File: src/verilog/mdc_pkg.sv
package mdc_pkg;
  // ---------------------------------------------------------------
  // Mode setting layout
  // ---------------------------------------------------------------
  localparam int MDC_MODE_W = 7;
  localparam int MDC_OUT_MSB = 6;
  localparam int MDC_OUT_LSB = 4;
  localparam int MDC_OP_MSB = 3;
  localparam int MDC_OP_LSB = 0;
  localparam logic [6:0] MDC_MODE_RST = 7'h03;

  // ---------------------------------------------------------------
  // Output selections
  // ---------------------------------------------------------------
  localparam logic [2:0] MDC_OUT_R0_LO = 3'h0;
  localparam logic [2:0] MDC_OUT_R0_HI = 3'h1;
  localparam logic [2:0] MDC_OUT_R1_LO = 3'h2;
  localparam logic [2:0] MDC_OUT_R1_HI = 3'h3;

  // ---------------------------------------------------------------
  // Operation modes
  // ---------------------------------------------------------------
  localparam logic [3:0] MDC_OP_CLEAR = 4'h0;
  localparam logic [3:0] MDC_OP_LOAD16 = 4'h1;
  localparam logic [3:0] MDC_OP_LOAD32_R0 = 4'h2;
  localparam logic [3:0] MDC_OP_READ = 4'h3;
  localparam logic [3:0] MDC_OP_MULU = 4'h4;
  localparam logic [3:0] MDC_OP_MULS = 4'h5;
  localparam logic [3:0] MDC_OP_MACU = 4'h6;
  localparam logic [3:0] MDC_OP_MACS = 4'h7;
  localparam logic [3:0] MDC_OP_DIVU = 4'h8;
  localparam logic [3:0] MDC_OP_DIVS = 4'h9;
  localparam logic [3:0] MDC_OP_LOAD32_R1 = 4'ha;

  // ---------------------------------------------------------------
  // Timing and flag values
  // ---------------------------------------------------------------
  localparam int MDC_DIV_STEPS = 16;
  localparam logic [3:0] MDC_FLAGS_CLR = 4'h0;
  localparam logic [3:0] MDC_FLAGS_OVF = 4'h4;
endpackage
File: src/verilog/mdc_core.sv
`timescale 1ns/10ps
module mdc_core import mdc_pkg::*; (
  input wire logic mclk_i,
  input wire logic nrst_i,
  input wire logic clk_en_i,
  input wire logic mode_wr_i,
  input wire logic [6:0] mode_data_i,
  input wire logic load_i,
  input wire logic operate_i,
  input wire logic [15:0] opa_i,
  input wire logic [15:0] opb_i,
  output logic [15:0] result_o,
  output logic [3:0] carry_overflow_zero_negative_flags_o,
  output logic busy_o
);
  // ---------------------------------------------------------------
  // State
  // ---------------------------------------------------------------
  typedef enum logic [1:0] {MDC_IDLE, MDC_DIV, MDC_FIX} mdc_phase_t;
  typedef struct packed {
    logic [6:0] mode;
    logic [31:0] result_reg_zero;
    logic [31:0] result_reg_one;
    logic [3:0] flags;
    mdc_phase_t phase;
    logic [3:0] cnt;
    logic [31:0] den;
    logic neg_q;
    logic neg_r;
  } mdc_state_t;

  mdc_state_t st_q;
  mdc_state_t st_d;
  logic [3:0] op;
  logic [2:0] osel;
  logic [31:0] prod_u;
  logic [31:0] prod_s;
  logic [31:0] prod;
  logic [31:0] mac_sum;
  logic mac_ovf;
  logic [31:0] divisor;
  logic signed_div;
  logic [31:0] step_rem;
  logic [31:0] step_quo;
  logic [31:0] out_r0;
  logic [31:0] out_r1;

  assign op = st_q.mode[MDC_OP_MSB:MDC_OP_LSB];
  assign osel = st_q.mode[MDC_OUT_MSB:MDC_OUT_LSB];

  // ---------------------------------------------------------------
  // Arithmetic
  // ---------------------------------------------------------------
  // Products are formed fresh every cycle so multiply needs no extra state
  assign prod_u = {16'h0000, opa_i} * {16'h0000, opb_i};
  // Operands widened first so the signed product never depends on context width
  assign prod_s = $signed({{16{opa_i[15]}}, opa_i}) * $signed({{16{opb_i[15]}}, opb_i});
  assign prod = (op == MDC_OP_MULS || op == MDC_OP_MACS) ? prod_s : prod_u;
  assign mac_sum = prod + st_q.result_reg_zero;
  // Same-sign addends with a differing sum sign mean signed overflow
  assign mac_ovf = (prod[31] == st_q.result_reg_zero[31]) && (mac_sum[31] != prod[31]);
  assign divisor = {opa_i, opb_i};
  assign signed_div = (op == MDC_OP_DIVS);

  // Magnitude divide: result_reg_one holds partial remainder, result_reg_zero the shifting quotient
  mdc_div_step u_step (
    .rem_i(st_q.result_reg_one),
    .quo_i(st_q.result_reg_zero),
    .den_i(st_q.den),
    .rem_o(step_rem),
    .quo_o(step_quo)
  );

  // ---------------------------------------------------------------
  // Next state
  // ---------------------------------------------------------------
  always_comb begin
    st_d = st_q;
    case (st_q.phase)
      MDC_IDLE: begin
        if (mode_wr_i) begin
          st_d.mode = mode_data_i;
          if (mode_data_i[MDC_OP_MSB:MDC_OP_LSB] == MDC_OP_CLEAR) begin
            st_d.result_reg_zero = 32'h0000_0000;
            st_d.result_reg_one = 32'h0000_0000;
          end
        end else if (load_i) begin
          if (op == MDC_OP_LOAD16) begin
            st_d.result_reg_zero = {16'h0000, opb_i};
          end else if (op == MDC_OP_LOAD32_R0) begin
            st_d.result_reg_zero = divisor;
          end else if (op == MDC_OP_LOAD32_R1) begin
            st_d.result_reg_one = divisor;
          end
        end else if (operate_i) begin
          case (op)
            MDC_OP_MULU, MDC_OP_MULS: begin
              st_d.result_reg_zero = prod;
              st_d.flags = MDC_FLAGS_CLR;
            end
            MDC_OP_MACU, MDC_OP_MACS: begin
              st_d.result_reg_zero = mac_sum;
              st_d.flags = (op == MDC_OP_MACS && mac_ovf) ? MDC_FLAGS_OVF : MDC_FLAGS_CLR;
            end
            MDC_OP_DIVU, MDC_OP_DIVS: begin
              // Operands are made positive first; signs restored in MDC_FIX
              st_d.neg_q = signed_div && (st_q.result_reg_zero[31] ^ divisor[31]);
              st_d.neg_r = signed_div && st_q.result_reg_zero[31];
              st_d.result_reg_zero = (signed_div && st_q.result_reg_zero[31]) ? 32'(-st_q.result_reg_zero) : st_q.result_reg_zero;
              st_d.den = (signed_div && divisor[31]) ? 32'(-divisor) : divisor;
              st_d.result_reg_one = 32'h0000_0000;
              st_d.cnt = 4'h0;
              st_d.flags = MDC_FLAGS_CLR;
              st_d.phase = MDC_DIV;
            end
            default: begin
              st_d.result_reg_zero = st_q.result_reg_zero;
            end
          endcase
        end
      end
      MDC_DIV: begin
        // Zero divisor yields all-ones quotient before the sign fix; not trapped, the core must avoid it
        st_d.result_reg_zero = step_quo;
        st_d.result_reg_one = step_rem;
        st_d.cnt = 4'(st_q.cnt + 4'h1);
        if (st_q.cnt == 4'(MDC_DIV_STEPS - 1)) begin
          st_d.phase = MDC_FIX;
        end
      end
      MDC_FIX: begin
        st_d.result_reg_zero = st_q.neg_q ? 32'(-st_q.result_reg_zero) : st_q.result_reg_zero;
        st_d.result_reg_one = st_q.neg_r ? 32'(-st_q.result_reg_one) : st_q.result_reg_one;
        st_d.phase = MDC_IDLE;
      end
      default: begin
        st_d.phase = MDC_IDLE;
      end
    endcase
  end

  // Registers freeze whole while the clock enable is low
  always_ff @(posedge mclk_i or negedge nrst_i) begin
    if (!nrst_i) begin
      st_q <= '{mode: MDC_MODE_RST, result_reg_zero: 32'h0, result_reg_one: 32'h0, flags: 4'h0, phase: MDC_IDLE,
               cnt: 4'h0, den: 32'h0, neg_q: 1'b0, neg_r: 1'b0};
    end else if (clk_en_i) begin
      st_q <= st_d;
    end
  end

  // ---------------------------------------------------------------
  // Answer to the core
  // ---------------------------------------------------------------
  // One-cycle ops answer with the value being written this cycle
  always_comb begin
    out_r0 = st_q.result_reg_zero;
    out_r1 = st_q.result_reg_one;
    if (operate_i && st_q.phase == MDC_IDLE) begin
      if (op == MDC_OP_MULU || op == MDC_OP_MULS) begin
        out_r0 = prod;
      end else if (op == MDC_OP_MACU || op == MDC_OP_MACS) begin
        out_r0 = mac_sum;
      end
    end
    case (osel)
      MDC_OUT_R0_LO: result_o = out_r0[15:0];
      MDC_OUT_R0_HI: result_o = out_r0[31:16];
      MDC_OUT_R1_LO: result_o = out_r1[15:0];
      MDC_OUT_R1_HI: result_o = out_r1[31:16];
      default: result_o = 16'h0000;
    endcase
  end

  // Division stalls from the operate cycle until the sign fix has settled
  assign busy_o = (st_q.phase != MDC_IDLE) ||
                  (operate_i && (op == MDC_OP_DIVU || op == MDC_OP_DIVS));
  assign carry_overflow_zero_negative_flags_o = st_q.flags;

  // ---------------------------------------------------------------
  // Checks
  // ---------------------------------------------------------------
  property p_clear_on_write;
    @(posedge mclk_i) disable iff (!nrst_i)
      (clk_en_i && st_q.phase == MDC_IDLE && mode_wr_i && mode_data_i[3:0] == MDC_OP_CLEAR)
      |=> (st_q.result_reg_zero == 32'h0 && st_q.result_reg_one == 32'h0);
  endproperty
  a_clear_on_write: assert property (p_clear_on_write) else $error("clear mode did not zero results");

  property p_load16;
    @(posedge mclk_i) disable iff (!nrst_i)
      (clk_en_i && st_q.phase == MDC_IDLE && !mode_wr_i && load_i && op == MDC_OP_LOAD16)
      |=> (st_q.result_reg_zero == {16'h0000, $past(opb_i)});
  endproperty
  a_load16: assert property (p_load16) else $error("16-bit load wrong");

  property p_mul_one_cycle;
    @(posedge mclk_i) disable iff (!nrst_i)
      (clk_en_i && st_q.phase == MDC_IDLE && !mode_wr_i && !load_i && operate_i && op == MDC_OP_MULU)
      |=> (st_q.result_reg_zero == $past(opa_i) * $past(opb_i) && st_q.flags == 4'h0);
  endproperty
  a_mul_one_cycle: assert property (p_mul_one_cycle) else $error("unsigned product wrong");

  property p_mac_ovf;
    @(posedge mclk_i) disable iff (!nrst_i)
      (clk_en_i && st_q.phase == MDC_IDLE && !mode_wr_i && !load_i && operate_i && op == MDC_OP_MACU)
      |=> (st_q.flags == 4'h0);
  endproperty
  a_mac_ovf: assert property (p_mac_ovf) else $error("unsigned mac set overflow");

  property p_div_time;
    @(posedge mclk_i) disable iff (!nrst_i)
      (clk_en_i && $rose(busy_o)) |-> ##[17:20] !busy_o;
  endproperty
  a_div_time: assert property (p_div_time) else $error("division length out of range");

  property p_div_unsigned;
    @(posedge mclk_i) disable iff (!nrst_i)
      (st_q.phase == MDC_FIX && !st_q.neg_q && !st_q.neg_r && st_q.den != 32'h0)
      |-> (st_q.result_reg_one < st_q.den);
  endproperty
  a_div_unsigned: assert property (p_div_unsigned) else $error("remainder not below divisor");

  property p_hold;
    @(posedge mclk_i) disable iff (!nrst_i)
      (st_q.phase == MDC_IDLE && !mode_wr_i && !load_i && !operate_i) |=> $stable(st_q.result_reg_zero);
  endproperty
  a_hold: assert property (p_hold) else $error("result zero changed while idle");

  property p_out_sel;
    @(posedge mclk_i) disable iff (!nrst_i)
      (!operate_i && osel == MDC_OUT_R1_HI) |-> (result_o == st_q.result_reg_one[31:16]);
  endproperty
  a_out_sel: assert property (p_out_sel) else $error("output half select wrong");
endmodule

File: src/verilog/mdc_div_step.sv
`timescale 1ns/10ps
// Two restoring-division steps per call: shifts one remainder/quotient pair twice
module mdc_div_step (
  input wire logic [31:0] rem_i,
  input wire logic [31:0] quo_i,
  input wire logic [31:0] den_i,
  output logic [31:0] rem_o,
  output logic [31:0] quo_o
);
  logic [32:0] t1;
  logic [31:0] r1;
  logic [31:0] q1;
  logic [32:0] t2;

  // Each of the two bits: trial subtract, restore on borrow
  always_comb begin
    t1 = {rem_i, quo_i[31]} - {1'b0, den_i};
    r1 = t1[32] ? {rem_i[30:0], quo_i[31]} : t1[31:0];
    q1 = {quo_i[30:0], ~t1[32]};
    t2 = {r1, q1[31]} - {1'b0, den_i};
    rem_o = t2[32] ? {r1[30:0], q1[31]} : t2[31:0];
    quo_o = {q1[30:0], ~t2[32]};
  end
endmodule

File: config.mk
export PLATFORM = sky130hd
export DESIGN_NAME = mdc_core
export DESIGN_NICKNAME = d
export VERILOG_FILES = /design/src/verilog/mdc_pkg.sv /design/src/verilog/mdc_core.sv /design/src/verilog/mdc_div_step.sv
export SDC_FILE = /design/constraint.sdc
export NUM_CORES = 2
export LEC_CHECK = 0
export BUFFER_PORTS_ARGS = -buffer_cell sky130_fd_sc_hd__buf_4
export CORE_ASPECT_RATIO = 1.5
export CORE_MARGIN = 2
export CORE_UTILIZATION = 55
export DETAILED_ROUTE_END_ITERATION = 10
export PLACE_DENSITY = 0.71
export SLEW_MARGIN = 10
export SYNTH_ARGS = -nofsm -noshare
export SYNTH_HDL_FRONTEND = slang
export SYNTH_SLANG_ARGS = --single-unit
File: constraint.sdc
create_clock -name mclk_i -period 10.69 [get_ports mclk_i]
set_clock_uncertainty 0.2 [all_clocks]
set_input_delay 0 -clock mclk_i [delete_from_list [all_inputs] [get_ports mclk_i]]
set_output_delay 0 -clock mclk_i [all_outputs]
set_load 0.05 [all_outputs]
# ---- After elaboration in Yosys (flattened, before gate mapping)
# Cells that the tools add are included.
dict set report word_totals {
  word_cells 117
  reg_bits 115
}
dict set report op_classes {
  n_addsub 7
  eq_ne 33
  mux 31
  n_reduce_logical 30
  bitwise 5
  mul 2
}
# operator n
set op_table {}
lappend op_table {{two-way mux 32 bit} 16}
lappend op_table {{two-way mux 64 bit} 3}
lappend op_table {{case mux 64 bit (3 select lines)} 1}
lappend op_table {{two-way mux 40 bit} 3}
lappend op_table {{two-way mux 108 bit} 1}
lappend op_table {{negation 32 bit} 3}
lappend op_table {{case mux 32 bit (3 select lines)} 1}
lappend op_table {{subtractor 33 x 32 -> 33 bit} 2}
lappend op_table {{multiplier 16 x 16 -> 32 bit} 2}
lappend op_table {{case mux 16 bit (4 select lines)} 1}
lappend op_table {{adder 32 bit} 1}
lappend op_table {{AND reduction 6 bit} 4}
lappend op_table {{equality test 4 x 3 -> 1 bit (second input constant)} 4}
lappend op_table {{equality test 4 bit (second input constant)} 4}
lappend op_table {{inequality test 4 bit (second input constant)} 4}
lappend op_table {{case mux 4 bit (2 select lines)} 2}
lappend op_table {{inequality test 2 bit (second input constant)} 6}
lappend op_table {{inequality test 5 bit (second input constant)} 2}
lappend op_table {{AND reduction 9 bit} 1}
lappend op_table {{AND reduction 8 bit} 1}
lappend op_table {{logical AND 1 bit} 7}
lappend op_table {{equality test 3 x 2 -> 1 bit (second input constant)} 2}
lappend op_table {{inequality test 6 x 3 -> 1 bit (second input constant)} 1}
lappend op_table {{nonzero test 2 bit} 3}
lappend op_table {{24 further kinds} 33}

# ---- Depth between registers and ports, before layout
dict set report depth {
  depth_word 13
  mapped_depth 39
}

# ---- By module
# Synthesis repeated with hierarchy kept, for this count alone.
dict set report unflattened {
  hier_cells 3689
  area_unflattened_um2 29831.1
}
# module area_per_inst_um2 instances cells_per_inst
set modules_own_cells {}
lappend modules_own_cells {mdc_core 25453.2 1 3089}
lappend modules_own_cells {mdc_div_step 4377.9 1 600}

# ---- Least setup slack after synthesis
# Ideal clock, no wire load.
dict set report synth_timing {
  path_kind {input -> output}
  from {input port opa_i[10]}
  to {output port result_o[10]}
  t_arrival_ns 8.776
  path_slack_ns 1.714
  n_path_buf 2
  path_stages 32
  path_cell_list {clkbuf_1 -> clkbuf_1 -> nand2_1 -> fa_1 -> fa_1 -> inv_1 -> fa_1 -> fa_1 -> fa_1 -> inv_1 -> fa_1 -> inv_1 -> ha_1 -> a211o_1 -> or2_2 -> or3_1 -> a31oi_1 -> o21bai_1 -> a21o_1 -> a21oi_1 -> mux2i_1 -> o21ai_0 -> ha_1 -> a21oi_1 -> o21ai_0 -> a2111oi_0 -> nand2_1 -> o22ai_1 -> o31ai_1 -> xnor2_1 -> a21o_1 -> o31ai_1}
}
dict set report synth_between {
  elab_chain_cells 7
  word_cells_on_any_way 8
  classes_between {add/sub (1); mul (2); mux (5)}
}
# item line
set synth_rtl {}
lappend synth_rtl {{from (decl)} mdc_core.sv:10} ;# input wire logic [15:0] opa_i,
lappend synth_rtl {{multiplier 16 x 16 -> 32 bit (on tied branches)} {mdc_core.sv:55, mdc_core.sv:57}}
lappend synth_rtl {{two-way mux 32 bit *} mdc_core.sv:58} ;# assign prod = (op == MDC_OP_MULS || op == MDC_OP_MACS) ? prod_s : prod_u;
lappend synth_rtl {{adder 32 bit} mdc_core.sv:59} ;# assign mac_sum = prod + st_q.result_reg_zero;
lappend synth_rtl {{two-way mux 32 bit} mdc_core.sv:162} ;# end else if (op == MDC_OP_MACU || op == MDC_OP_MACS) begin
lappend synth_rtl {{two-way mux 32 bit *} mdc_core.sv:160} ;# if (op == MDC_OP_MULU || op == MDC_OP_MULS) begin
lappend synth_rtl {{two-way mux 32 bit *} mdc_core.sv:159} ;# if (operate_i && st_q.phase == MDC_IDLE) begin
lappend synth_rtl {{case mux 16 bit (4 select lines) *} mdc_core.sv:166} ;# case (osel)
lappend synth_rtl {{to (decl)} mdc_core.sv:12} ;# output logic [15:0] result_o,
# Mark *: on every way between the ends. The rest lies on a longest branch, timed or not.

# ---- Worst setup path in the final report
dict set report layout_timing {
  from {input port opa_i[10]}
  to {output port result_o[15]}
}
# Same word-level chain as after synthesis.

==> reports/metrics.csv <==
metric,value,unit
outcome,finished with violations,
failing checks,negative hold slack,
H-tree Lvls,3,
clk sinks,112,
Final Hold Vio Count,16,
RSZ-0062 raised after global routing,false,
Worst Hold Class,in2async,
synthesized area,29780,um2
initial antenna violation count,1,
WP data arrival,9.61,ns
die width,194.0,um
fin crit share,91.74,%
share of cells above drive strength 1,5.583,%
Fin Hold WS,-0.01974,ns
crit path kind,in2out,
Worst-Skew Late Latency,0.39,ns
number of global-route vias before repair,27950,
highest clock rate,102.0,MHz
Place WS,1.487,ns
nets@finish,4318,
CP Launch Type,primary input,
final wirelength,98840,um
Total GRT Usage,35.51,%
Post-synth ARST share,100.0,%
maxcap violations,0,
synthesized area per cell,8.065,um2
Mapped Cells,3693,
Setup TNS Final,0,ns
largest net degree at the start of global routing,69,
Die Ht,289.0,um
dominant synthesized flop cell,dfrtp_1,
Yosys reg bits,112,
std cell rows,104,
deepest clock path buffer count,2,
Final setup viols,0,
# IOs,66,
DIE AREA,56070,um2
final-report max-slew violation count,0,
CP peak stage delay,0.54,ns
Synth warnings,0,
Crit path required time,10.49,ns
Synth-to-Final Area Change,5.306,%
slew margin rel.,27.41,%
DRC errors left,0,
post-CTS resize count,0,
first-pass GRT wire length,154900,um
GRT busiest layer,met2,
drt pass-1 iters,11,
initial DRC count,2281,
GR Layer Usage met2,61.54,%
Worst Max-Slew Pin Slew,1.061,ns
met3 Resource Use GR,5.297,%
post-synthesis sequential area ratio,9.419,%
Core Area,53610,um2
Yosys cell types,95,
CP max FO,22,
CTS buffer count,9,
Via density,6.253,
Post-synth EDFFs,0,
CP endpoint kind,output port,
final worst slack,0.8825,ns
CTS tree,done,
design area,31360,um2
DRT antenna net count,0,
area of placed instances,30640,um2
Port Buffers,62,
Worst path most repeated cell,fa_1,
Overflow after GRT,0,
min cycle time layout,9.808,ns
Root Driver,clkbuf_16,
Clock transition at path regs,0.09,ns
met1 Use GR,39.44,%
slowest cell on the critical path,dlygate4sd3_1,
Final GP Congestion,0.9898,
post-DP HPWL,77820,um
via count,27160,
Starting Density,55.55,%
DR WL/cell,22.75,um
-- synth_stat cells, types with 7 or more instances --
library cell  number  share of area (%)
a211o_1            8               0.24
a211oi_1          43                1.1
a21boi_0          10               0.25
a21o_1            71                1.8
a21oi_1          204                3.4
a221o_1           10               0.34
a221oi_1          35                1.0
a222oi_1          15               0.50
a22o_1            25               0.74
a22oi_1            9               0.23
a31oi_1           24               0.50
and2_1           117                2.5
and3_1            19               0.40
buf_1             23               0.29
clkbuf_1         158                2.0
dfrtp_1          110                9.2
fa_1             367                 25
ha_1             257                 11
inv_1            566                7.1
mux2_2            40                1.5
mux2i_1           42                1.4
nand2_1          408                5.1
nand2b_1          30               0.63
nand3_1           47               0.79
nand3b_1           8               0.20
nand4_1           13               0.27
nor2_1           205                2.6
nor2b_1           22               0.46
nor3_1            65                1.1
nor3b_1           10               0.25
nor4_1            17               0.36
nor4b_1            7               0.21
o211ai_1          23               0.58
o21a_1            24               0.60
o21ai_0          207                3.5
o21bai_1          21               0.53
o221ai_1           8               0.24
o22ai_1           10               0.21
o31ai_1           22               0.55
or3_1             20               0.42
or4_1              8               0.20
xnor2_1          144                4.2
xor2_1            82                2.4
-- final cells by class --
type,instances,area [um2]
multi-input cells,2821,24130
clock inverters,7,72.57
inverters,568,2132
clock buffers,9,225.2
well taps,689,862.1
repair buffers,137,1131
flip-flops and latches,112,2805
fillers,4942,22250
diodes,1,2.502
-- cells in the final DEF, fill, tap and decap left out, drive strengths merged, types with 11 or more instances in the layout --
cell,n
a31oi,24
o211ai,23
and3,19
a21oi,205
fa,367
nor3,67
xnor2,146
nand2,408
o21bai,21
a221oi,37
or3,20
o21ai,215
nor3b,11
o31ai,23
a22o,25
ha,257
a222oi,15
mux2i,42
xor2,82
a211oi,46
nor4,19
o21a,24
dlygate4sd3,41
inv,569
nand4,13
buf,96
nand3,47
and2,119
nor2,205
dfrtp,110
nand2b,30
a21o,71
nor2b,22
mux2,43
-- worst paths after layout --
path / slack (ns) / endpoint / cells past startpoint / startpoint
worst max-delay path: 0.88 / result_o[15] / 33 / opa_i[10]
worst min-delay path: -0.02 / st_q[36] / 2 / nrst_i
worst max register to register: 2.28 / out_r1[14] / 25 / st_q[107]
worst min register to register: 0.28 / st_q[17] / 2 / st_q[17]
max in group asynchronous: 8.90 / st_q[4] / 3 / nrst_i
min in group mclk_i: 0.01 / st_q[13] / 3 / opb_i[11]
-- metal layers --
layer | routed length [um] | up-vias
li1 | - | 12290
met5 | 0 | -
met2 | 48200 | 1322
met1 | 34940 | 13140
met3 | 7002 | 406
met4 | 8693 | 0
-- registers in the layout (all words and copies together) (netlist names) --
| name | cells |
|---|---|
| out_r1 | 32 |
| op | 4 |
| osel | 3 |
| st_q | 72 |
| carry_overflow_zero_negative_flags_o | 1 |
-- kinds of logic after synthesis --
group / count (synthesis) / share of synthesized area, %
simple gates: 1019 / 16.17
xor+xnor: 228 / 6.755
other cells: 1 / 0.01259
fa+ha+maj: 624 / 35.46
flops: 112 / 9.419
compound gates: 862 / 19.34
buf+inv: 762 / 9.763
mux: 85 / 3.075
-- through the flow --
step / std cells / utilization (%) / hold WS, ns
after floorplan: 3695 / - / -0.4956
after global placement: 4286 / 57.16 / -0.1345
after detailed placement: 4286 / 57.16 / -0.1245
after CTS: 4343 / 58.48 / 0.004189
after global routing: 4343 / 58.50 / 0.03702
final: 4344 / 58.50 / -0.01974
-- critical path, delay by kind of cell --
family	cells	cell delay, ns
adders and majority gates	8	3.78
AOI/OAI and AO/OA	11	2.45
and+or+nand+nor	7	1.82
buffers and inverters	6	1.22
muxes	1	0.28
-- timing repair --
action	in CTS	in global routing
setup buffers	0	0
hold endpoints to repair	98	0
hold buffers	41	0
Power is not shown: default switching activity piles up to over one toggle a cycle in this logic, so the estimate is an artifact.
